File: config.mk
export PLATFORM = sky130hd
export DESIGN_NAME = cmp_regs
export DESIGN_NICKNAME = d
export VERILOG_FILES = /design/src/cmp_pkg.sv /design/src/cmp_regs.sv
export SDC_FILE = /design/constraint.sdc
export NUM_CORES = 1
export LEC_CHECK = 0
export BUFFER_PORTS_ARGS = -buffer_cell sky130_fd_sc_hd__buf_2
export CORE_UTILIZATION = 51
export DETAILED_ROUTE_END_ITERATION = 12
export GPL_TIMING_DRIVEN = 0
export PLACE_DENSITY_LB_ADDON = 0.08
export SKIP_LAST_GASP = 1
export SYNTH_ARGS = -nofsm -noshare
export SYNTH_HDL_FRONTEND = slang
export SYNTH_SLANG_ARGS = --single-unit
File: constraint.sdc
create_clock -name pclk -period 5.85 [get_ports pclk]
set_clock_uncertainty 0.05 [all_clocks]
set_input_delay 0.585 -clock pclk [delete_from_list [all_inputs] [get_ports pclk]]
set_output_delay 0.585 -clock pclk [all_outputs]
set_load 0.05 [all_outputs]
File: src/cmp_pkg.sv
// constants, field layouts and carrier types of the comparator register bank
// assumes a 32-bit apb slave port and a digital view of the analog core
// How it works
// [RULE1] four event flags, set by hardware, write-0 clears
// [RULE2] crossing flags at 0x104, 0x108, 0x10c
// [RULE3] link bit 0: ready triggers sample
// [RULE4] link bit 1: ready triggers stop
// [RULE5] link bit 2: falling crossing triggers stop
// [RULE6] link bit 3: rising crossing triggers stop
// [RULE7] link bit 4: any crossing triggers stop
// [RULE8] irq enable bits for four events
// [RULE9] set alias writes ones, reads enables
// [RULE10] clear alias clears ones, reads enables
// [RULE11] sample task latches compare output
// [RULE12] enable field: 0 off, 2 on
// [RULE13] positive input select, 7 means half supply
// [RULE14] reference choice resets to four
// [RULE15] ready raised after start-up time
// [RULE16] crossings raise rising, falling, any events
// [RULE17] irq high while enabled flag set
// [RULE18] undefined bits read zero
`default_nettype none
package cmp_pkg;

    // ----------------------------------------
    // register offsets
    // ----------------------------------------
    localparam logic [11:0] OFF_TASK_START = 12'h000;
    localparam logic [11:0] OFF_TASK_STOP = 12'h004;
    localparam logic [11:0] OFF_TASK_SAMPLE = 12'h008;
    localparam logic [11:0] OFF_READY_FLAG = 12'h100;
    localparam logic [11:0] OFF_FALL_FLAG = 12'h104;
    localparam logic [11:0] OFF_RISE_FLAG = 12'h108;
    localparam logic [11:0] OFF_ANY_FLAG = 12'h10c;
    localparam logic [11:0] OFF_LINKS = 12'h200;
    localparam logic [11:0] OFF_IRQ_EN = 12'h300;
    localparam logic [11:0] OFF_IRQ_SET = 12'h304;
    localparam logic [11:0] OFF_IRQ_CLR = 12'h308;
    localparam logic [11:0] OFF_OUTCOME = 12'h400;
    localparam logic [11:0] OFF_ON_OFF = 12'h500;
    localparam logic [11:0] OFF_POS_ROUTE = 12'h504;
    localparam logic [11:0] OFF_REF_CHOICE = 12'h508;

    // ----------------------------------------
    // field values and bit positions
    // ----------------------------------------
    localparam int EV_READY = 0;
    localparam int EV_FALL = 1;
    localparam int EV_RISE = 2;
    localparam int EV_ANY = 3;
    localparam int LNK_READY_SAMPLE = 0;
    localparam int LNK_READY_HALT = 1;
    localparam int LNK_FALL_HALT = 2;
    localparam int LNK_RISE_HALT = 3;
    localparam int crossing_triggers_halt = 4;
    localparam logic [1:0] ON_OFF_DISABLED = 2'h0;
    localparam logic [1:0] ON_OFF_ENABLED = 2'h2;
    localparam logic [2:0] half_supply_input = 3'h7;
    localparam logic [2:0] POS_ROUTE_RESET = 3'h0;
    localparam logic [2:0] REF_CHOICE_RESET = 3'h4;

    // ----------------------------------------
    // timing
    // ----------------------------------------
    localparam int CLK_MHZ = 50;
    localparam int STARTUP_NS = 3000;
    localparam int STARTUP_CYCLES = (STARTUP_NS * CLK_MHZ + 999) / 1000;

    typedef enum logic [1:0] {
        CORE_IDLE = 2'b00,
        CORE_WARM = 2'b01,
        CORE_RUN = 2'b10
    } core_e;

    typedef struct packed {
        logic [31:0] paddr;
        logic pwrite;
        logic [31:0] pwdata;
    } apb_req_s;

    typedef struct packed {
        core_e phase;
        logic [11:0] warm_cnt;
        logic [3:0] flags;
        logic [4:0] links;
        logic [3:0] irq_en;
        logic outcome;
        logic [1:0] on_off;
        logic [2:0] pos_route;
        logic [2:0] ref_choice;
        logic cmp_last;
        logic [2:0] cmp_sync;
        logic [31:0] prdata;
    } state_s;

endpackage : cmp_pkg
`default_nettype wire

File: src/cmp_regs.sv
// comparator control register bank: apb slave, event flags, shortcuts, irq
// assumes cmp_level is the asynchronous digital output of the analog core
`timescale 1ns/1ns
`default_nettype none
module cmp_regs
    import cmp_pkg::*;
#(
    parameter int WARM_CYCLES = STARTUP_CYCLES
) (
    // clock and reset
    input wire logic pclk,
    input wire logic presetn,
    // apb slave
    input wire logic psel,
    input wire logic penable,
    input wire logic pwrite,
    input wire logic [31:0] paddr,
    input wire logic [31:0] pwdata,
    output logic [31:0] prdata,
    output logic pready,
    output logic pslverr,
    // analog core
    input wire logic cmp_level,
    output logic core_on,
    output logic [2:0] pos_route,
    output logic [2:0] ref_choice,
    // interrupt
    output logic irq
);

    state_s s_r;
    state_s s_nxt;
    apb_req_s req;
    logic wr;
    logic rd;
    logic [11:0] off;
    logic mapped;
    logic start_task;
    logic stop_task;
    logic sample_task;
    logic [3:0] ev;
    logic cmp_now;

    assign req = '{paddr: paddr, pwrite: pwrite, pwdata: pwdata};
    assign off = req.paddr[11:0];
    assign wr = psel && penable && req.pwrite;
    assign rd = psel && !penable && !req.pwrite;
    assign pready = 1'b1;
    assign prdata = s_r.prdata;
    assign core_on = (s_r.phase != CORE_IDLE);
    assign pos_route = s_r.pos_route;
    assign ref_choice = s_r.ref_choice;
    assign irq = |(s_r.flags & s_r.irq_en); // RULE17

    function automatic logic is_mapped(input logic [31:0] a);
        logic [11:0] o;
        o = a[11:0];
        is_mapped = (a[31:12] == 20'h0) && (o == OFF_TASK_START || o == OFF_TASK_STOP
            || o == OFF_TASK_SAMPLE || o == OFF_READY_FLAG || o == OFF_FALL_FLAG
            || o == OFF_RISE_FLAG || o == OFF_ANY_FLAG || o == OFF_LINKS
            || o == OFF_IRQ_EN || o == OFF_IRQ_SET || o == OFF_IRQ_CLR
            || o == OFF_OUTCOME || o == OFF_ON_OFF || o == OFF_POS_ROUTE
            || o == OFF_REF_CHOICE);
    endfunction : is_mapped

    assign mapped = is_mapped(req.paddr);
    assign pslverr = psel && penable && !mapped;

    // three-stage input; a change counts when stages two and three agree
    assign cmp_now = s_r.cmp_sync[2];

    always_comb begin
        s_nxt = s_r;
        s_nxt.cmp_sync = {s_r.cmp_sync[1:0], cmp_level};
        start_task = wr && mapped && off == OFF_TASK_START && req.pwdata[0];
        stop_task = wr && mapped && off == OFF_TASK_STOP && req.pwdata[0];
        sample_task = wr && mapped && off == OFF_TASK_SAMPLE && req.pwdata[0];
        ev = 4'h0;

        // ----------------------------------------
        // core sequencing
        // ----------------------------------------
        unique case (s_r.phase)
            CORE_IDLE: begin
                if (start_task && s_r.on_off == ON_OFF_ENABLED) begin
                    s_nxt.phase = CORE_WARM;
                    s_nxt.warm_cnt = 12'h0;
                end
            end
            CORE_WARM: begin
                if (s_r.warm_cnt == 12'(WARM_CYCLES - 1)) begin
                    ev[EV_READY] = 1'b1; // RULE15
                    s_nxt.phase = CORE_RUN;
                    s_nxt.cmp_last = cmp_now;
                end else begin
                    s_nxt.warm_cnt = s_r.warm_cnt + 12'h1;
                end
            end
            CORE_RUN: begin
                if (s_r.cmp_sync[2] == s_r.cmp_sync[1] && cmp_now != s_r.cmp_last) begin
                    s_nxt.cmp_last = cmp_now;
                    ev[EV_RISE] = cmp_now; // RULE16
                    ev[EV_FALL] = !cmp_now; // RULE16
                    ev[EV_ANY] = 1'b1; // RULE16
                end
            end
        endcase

        // ----------------------------------------
        // shortcuts and tasks
        // ----------------------------------------
        if (s_r.links[LNK_READY_SAMPLE] && ev[EV_READY]) begin // RULE3
            sample_task = 1'b1;
        end
        if ((s_r.links[LNK_READY_HALT] && ev[EV_READY]) // RULE4
            || (s_r.links[LNK_FALL_HALT] && ev[EV_FALL]) // RULE5
            || (s_r.links[LNK_RISE_HALT] && ev[EV_RISE]) // RULE6
            || (s_r.links[crossing_triggers_halt] && ev[EV_ANY])) begin // RULE7
            stop_task = 1'b1;
        end
        if (stop_task) begin
            s_nxt.phase = CORE_IDLE;
        end
        if (sample_task) begin
            s_nxt.outcome = cmp_now; // RULE11
        end
        if (wr && mapped && off == OFF_ON_OFF && req.pwdata[1:0] == ON_OFF_DISABLED) begin
            s_nxt.phase = CORE_IDLE;
        end

        // ----------------------------------------
        // register writes; hardware set wins over clear
        // ----------------------------------------
        if (wr && mapped) begin
            unique case (off)
                OFF_READY_FLAG: if (!req.pwdata[0]) s_nxt.flags[EV_READY] = 1'b0; // RULE1
                OFF_FALL_FLAG: if (!req.pwdata[0]) s_nxt.flags[EV_FALL] = 1'b0; // RULE2
                OFF_RISE_FLAG: if (!req.pwdata[0]) s_nxt.flags[EV_RISE] = 1'b0; // RULE2
                OFF_ANY_FLAG: if (!req.pwdata[0]) s_nxt.flags[EV_ANY] = 1'b0; // RULE2
                OFF_LINKS: s_nxt.links = req.pwdata[4:0];
                OFF_IRQ_EN: s_nxt.irq_en = req.pwdata[3:0]; // RULE8
                OFF_IRQ_SET: s_nxt.irq_en = s_r.irq_en | req.pwdata[3:0]; // RULE9
                OFF_IRQ_CLR: s_nxt.irq_en = s_r.irq_en & ~req.pwdata[3:0]; // RULE10
                OFF_ON_OFF: s_nxt.on_off = req.pwdata[1:0]; // RULE12
                OFF_POS_ROUTE: s_nxt.pos_route = req.pwdata[2:0]; // RULE13
                OFF_REF_CHOICE: s_nxt.ref_choice = req.pwdata[2:0];
                default: ;
            endcase
        end
        s_nxt.flags = s_nxt.flags | ev; // RULE1

        // ----------------------------------------
        // read data, captured in setup phase
        // ----------------------------------------
        if (rd) begin
            s_nxt.prdata = 32'h0; // RULE18
            // unmapped aliases of a register offset must read zero too
            case (mapped ? off : 12'hfff)
                OFF_READY_FLAG: s_nxt.prdata[0] = s_r.flags[EV_READY];
                OFF_FALL_FLAG: s_nxt.prdata[0] = s_r.flags[EV_FALL];
                OFF_RISE_FLAG: s_nxt.prdata[0] = s_r.flags[EV_RISE];
                OFF_ANY_FLAG: s_nxt.prdata[0] = s_r.flags[EV_ANY];
                OFF_LINKS: s_nxt.prdata[4:0] = s_r.links;
                OFF_IRQ_EN, OFF_IRQ_SET, OFF_IRQ_CLR: s_nxt.prdata[3:0] = s_r.irq_en; // RULE9
                OFF_OUTCOME: s_nxt.prdata[0] = s_r.outcome;
                OFF_ON_OFF: s_nxt.prdata[1:0] = s_r.on_off;
                OFF_POS_ROUTE: s_nxt.prdata[2:0] = s_r.pos_route;
                OFF_REF_CHOICE: s_nxt.prdata[2:0] = s_r.ref_choice;
                default: ;
            endcase
        end
    end

    always_ff @(posedge pclk or negedge presetn) begin
        if (!presetn) begin
            s_r <= '{phase: CORE_IDLE, warm_cnt: 12'h0, flags: 4'h0, links: 5'h0,
                irq_en: 4'h0, outcome: 1'b0, on_off: ON_OFF_DISABLED,
                pos_route: POS_ROUTE_RESET, ref_choice: REF_CHOICE_RESET, // RULE14
                cmp_last: 1'b0, cmp_sync: 3'h0, prdata: 32'h0};
        end else begin
            s_r <= s_nxt;
        end
    end

endmodule : cmp_regs
`default_nettype wire

==> flow_summary_export.csv <==
group,metric,value,unit
routing,firstDrtPassIters,4,
cells_and_area,seq_area,1130,um2
synthesis,ys_seq_elements,45,
clocking,htreeDepth,2,
worst_setup_path,worstSetupEndpointType,"output port",
die,num_io_pins,112,
global_routing,globalRouteOverflowTotal,0,
worst_setup_path,cpPeakStageDelay,0.41,ns
routing,final_antenna_net_count,0,
power_and_ir_drop,power,0.599,mW
worst_setup_path,critical_path_class,"in2out",
sta,tns,0,ns
routing,met2_length,3070,um
worst_setup_path,critPathRequiredTime,5.22,ns
global_routing,antenna_found_initial,0,
sta,rsz0062_at_grt,"no",
routing,wl_met1,3050,um
synthesis,synth_ff_type,"dfrtp_1",
placement,portBuffers,54,
worst_setup_path,crit_chain,"buf_2 > clkbuf_1 > nand2_1 > and4_1 > a21oi_2 > a21o_1 > and3_1 > buf_2",
routing,vias,2474,
synthesis,synth_xor_xnor_area_share,2.98,%
synthesis,synth_cell_types,62,
sta,slew_headroom,35.0,%
die,die_area,6070,um2
clocking,clk_pin_slew,0.08,ns
synthesis,ys_seq_area_share,38.4,%
cells_and_area,multi_input_area,1580,um2
synthesis,async_flop_share,100,%
placement,hpwl,5140,um
cells_and_area,layout-drive-gt1-share,31.9,%
worst_setup_path,r2r_slack,3.63,ns
power_and_ir_drop,power.leakage,1.59,nW
routing,routedWlPerCell,14.3,um
routing,via_per_inst,5.30,
worst_setup_path,cp_max_fo,10,
synthesis,synthSimpleGateAreaFrac,25.6,%
clocking,cts_setup_buffers,0,
global_routing,grt_pass1_wl,11000,um
cells_and_area,antenna_cells,0,
sta,fin_crit,3.19,ns
worst_setup_path,startpoint_type,"primary input",
clocking,cts_tree,"done",
die,die_h,77.9,um
sta,max_freq,0.314,GHz
cells_and_area,syn_to_final_growth,18.4,%
sta,fin_crit_sh,54.5,%
hold_path,hold_path.class,"reg2reg",
routing,drt-initial-drc-count,188,
clocking,cts_buffers,5,
worst_setup_path,slowest_stage,"clkbuf_1",
synthesis,synthCells,307,
clocking,ctsHoldBuffers,0,
sta,tightestPinTransition,0.975,ns
clocking,numClockSinks,45,
placement,finalWeightedCongestion,0.985,
power_and_ir_drop,cellPowerDensity,172,nW/um2
routing,drc,0,
outcome,status,"complete, no violations",
synthesis,avgSynthCellArea,9.57,um2
synthesis,yosys_warnings,0,
clocking,clk_latency,0.29,ns
sta,holdWs,0.311,ns
global_routing,grt_usage,23.4,%
routing,drt-total-wl,6660,um
sta,finalSetupViolCount,0,
routing,topRoutingLayerUsed,"met4",
synthesis,synth_top_area_share,37.5,%
synthesis,yosysTopAreaCell,"dfrtp_1",
flow_run,maxCapViolCount,0,
sta,slew_viol_final,0,
synthesis,synthAdderAreaFrac,0.852,%
die,rows,27,
synthesis,synthTopCellsByArea,"dfrtp_1 (37%), buf_4 (10%), mux2_1 (3.8%)",
die,start_util,53.0,%
sta,finalHoldViolCount,0,
synthesis,muxShareOfSynthArea,7.45,%
worst_setup_path,crit_top_cell,"buf_2",
die,die_x,77.9,um
global_routing,grt_pass1_vias,2258,
cells_and_area,fill_cells,497,
routing,wl_met3,486,um
cells_and_area,fin_nets,466,
clocking,cts-root-buf,"clkbuf_8",
die,core_area,5540,um2
synthesis,synth_top_family_by_area,"simple AND/OR/NAND/NOR gates",
global_routing,grt_max_degree,46,
synthesis,synthesis.area,2940,um2
clocking,cts_resized,0,
clocking,clockBufferDepth,2,
synthesis,synth-edff-count,0,
power_and_ir_drop,vdd_ir_drop_max,0.000171,V
synthesis,synth_compound_area_share,13.2,%
worst_setup_path,worstPathArrival,2.55,ns
[final timing paths]
kind / start / to / depth (start not counted)
setup / recovery: paddr[3] / pslverr / 8
hold / removal: s_nxt[33] / s_nxt[34] / 0
setup reg to reg: s_r[66] / s_r[59] / 5
hold reg to reg: s_nxt[33] / s_nxt[34] / 0
max in group asynchronous: presetn / ref_choice[0] / 1
min in group asynchronous: presetn / prdata[2] / 1
[metrics by stage]
step	util, %	setup WS [ns]	instance area, um2	std cells
5_1_grt	62.8	2.51	3480	467
3_3_place_gp	61.3	2.70	3400	459
3_5_place_dp	61.3	2.69	3400	459
2_1_floorplan	-	3.01	3040	333
6_report	62.8	2.66	3480	467
4_1_cts	62.8	2.69	3480	467
[routing by layer]
layer / vias up / GRT usage, %
met5: - / 0
met4: 0 / 5.93
met3: 7 / 4.82
met2: 112 / 36.0
met1: 1136 / 33.7
li1: 1219 / -
[cell usage after synthesis (4+ instances only)]
cell type,n
a22o_1,4
a22oi_1,5
and3_1,6
buf_4,39
clkbuf_1,5
dfrtp_1,44
inv_1,4
mux2_1,10
mux2_4,5
nand2_1,26
nand2b_1,7
nand3_1,9
nand4_1,8
nor2_1,26
nor2b_1,7
nor3_1,4
o21ai_0,10
o21ai_1,4
o31ai_1,7
or4_1,5
xor2_1,9
[cell usage in the layout (no fill, tap or decap), types with 2 or more instances in the layout]
cell type	instances
nand3_2	3
and3_1	6
nand4_1	8
a21o_1	2
xor2_1	9
a21oi_1	3
clkbuf_1	7
clkbuf_8	5
nor3_1	4
and4_1	2
o31ai_1	7
nor4_2	3
nor2b_1	7
nand2_1	26
inv_1	4
mux2_4	5
nand2b_1	7
a22o_1	4
o41ai_1	2
ha_1	2
and2_1	3
nor2_1	26
mux2_1	10
a22oi_1	5
nand3b_1	3
o21ai_0	10
mux2i_1	2
nor4_1	3
buf_4	39
o21ai_1	4
o22ai_1	2
a31oi_1	3
dfrtp_1	44
buf_2	55
or4_1	5
nand3_1	9
conb_1	28
nor4b_1	2
[cells by family after synthesis]
group | count (synthesis)
other | 2
AOI/OAI and AO/OA | 53
xor gates and xnor gates | 10
DFF | 45
adders and majority gates | 2
buffers and inverters | 49
muxes | 18
and+or+nand+nor | 128
[where the power goes]
part / total (mW) / switching, mW / internal (mW)
combinational: 0.102 / 0.0720 / 0.0297
clock: 0.185 / 0.100 / 0.0846
sequential: 0.313 / 0.00108 / 0.312
[state kept, by name, indices dropped and copies added (netlist names)]
name,count
cmp_now,1
s_nxt,2
ref_choice,3
prdata,5
pos_route,3
s_r,31
[worst max-delay path, delay by kind of cell]
family	cells	cell delay (ns)
compound gates	2	0.58
buf+inv	3	0.74
simple gates	3	0.63
[final cells by class]
class                      instances  area share (%)
clock inverter                     1           0.216
clock buffer                       7            2.19
inverter                           4           0.431
tap                               72            2.59
buffer                            45            9.10
timing repair buffer              54            7.77
sequential                        45            32.4
multi-input combinational        239            45.3
Note: power is estimated with default switching activity, not from simulation.
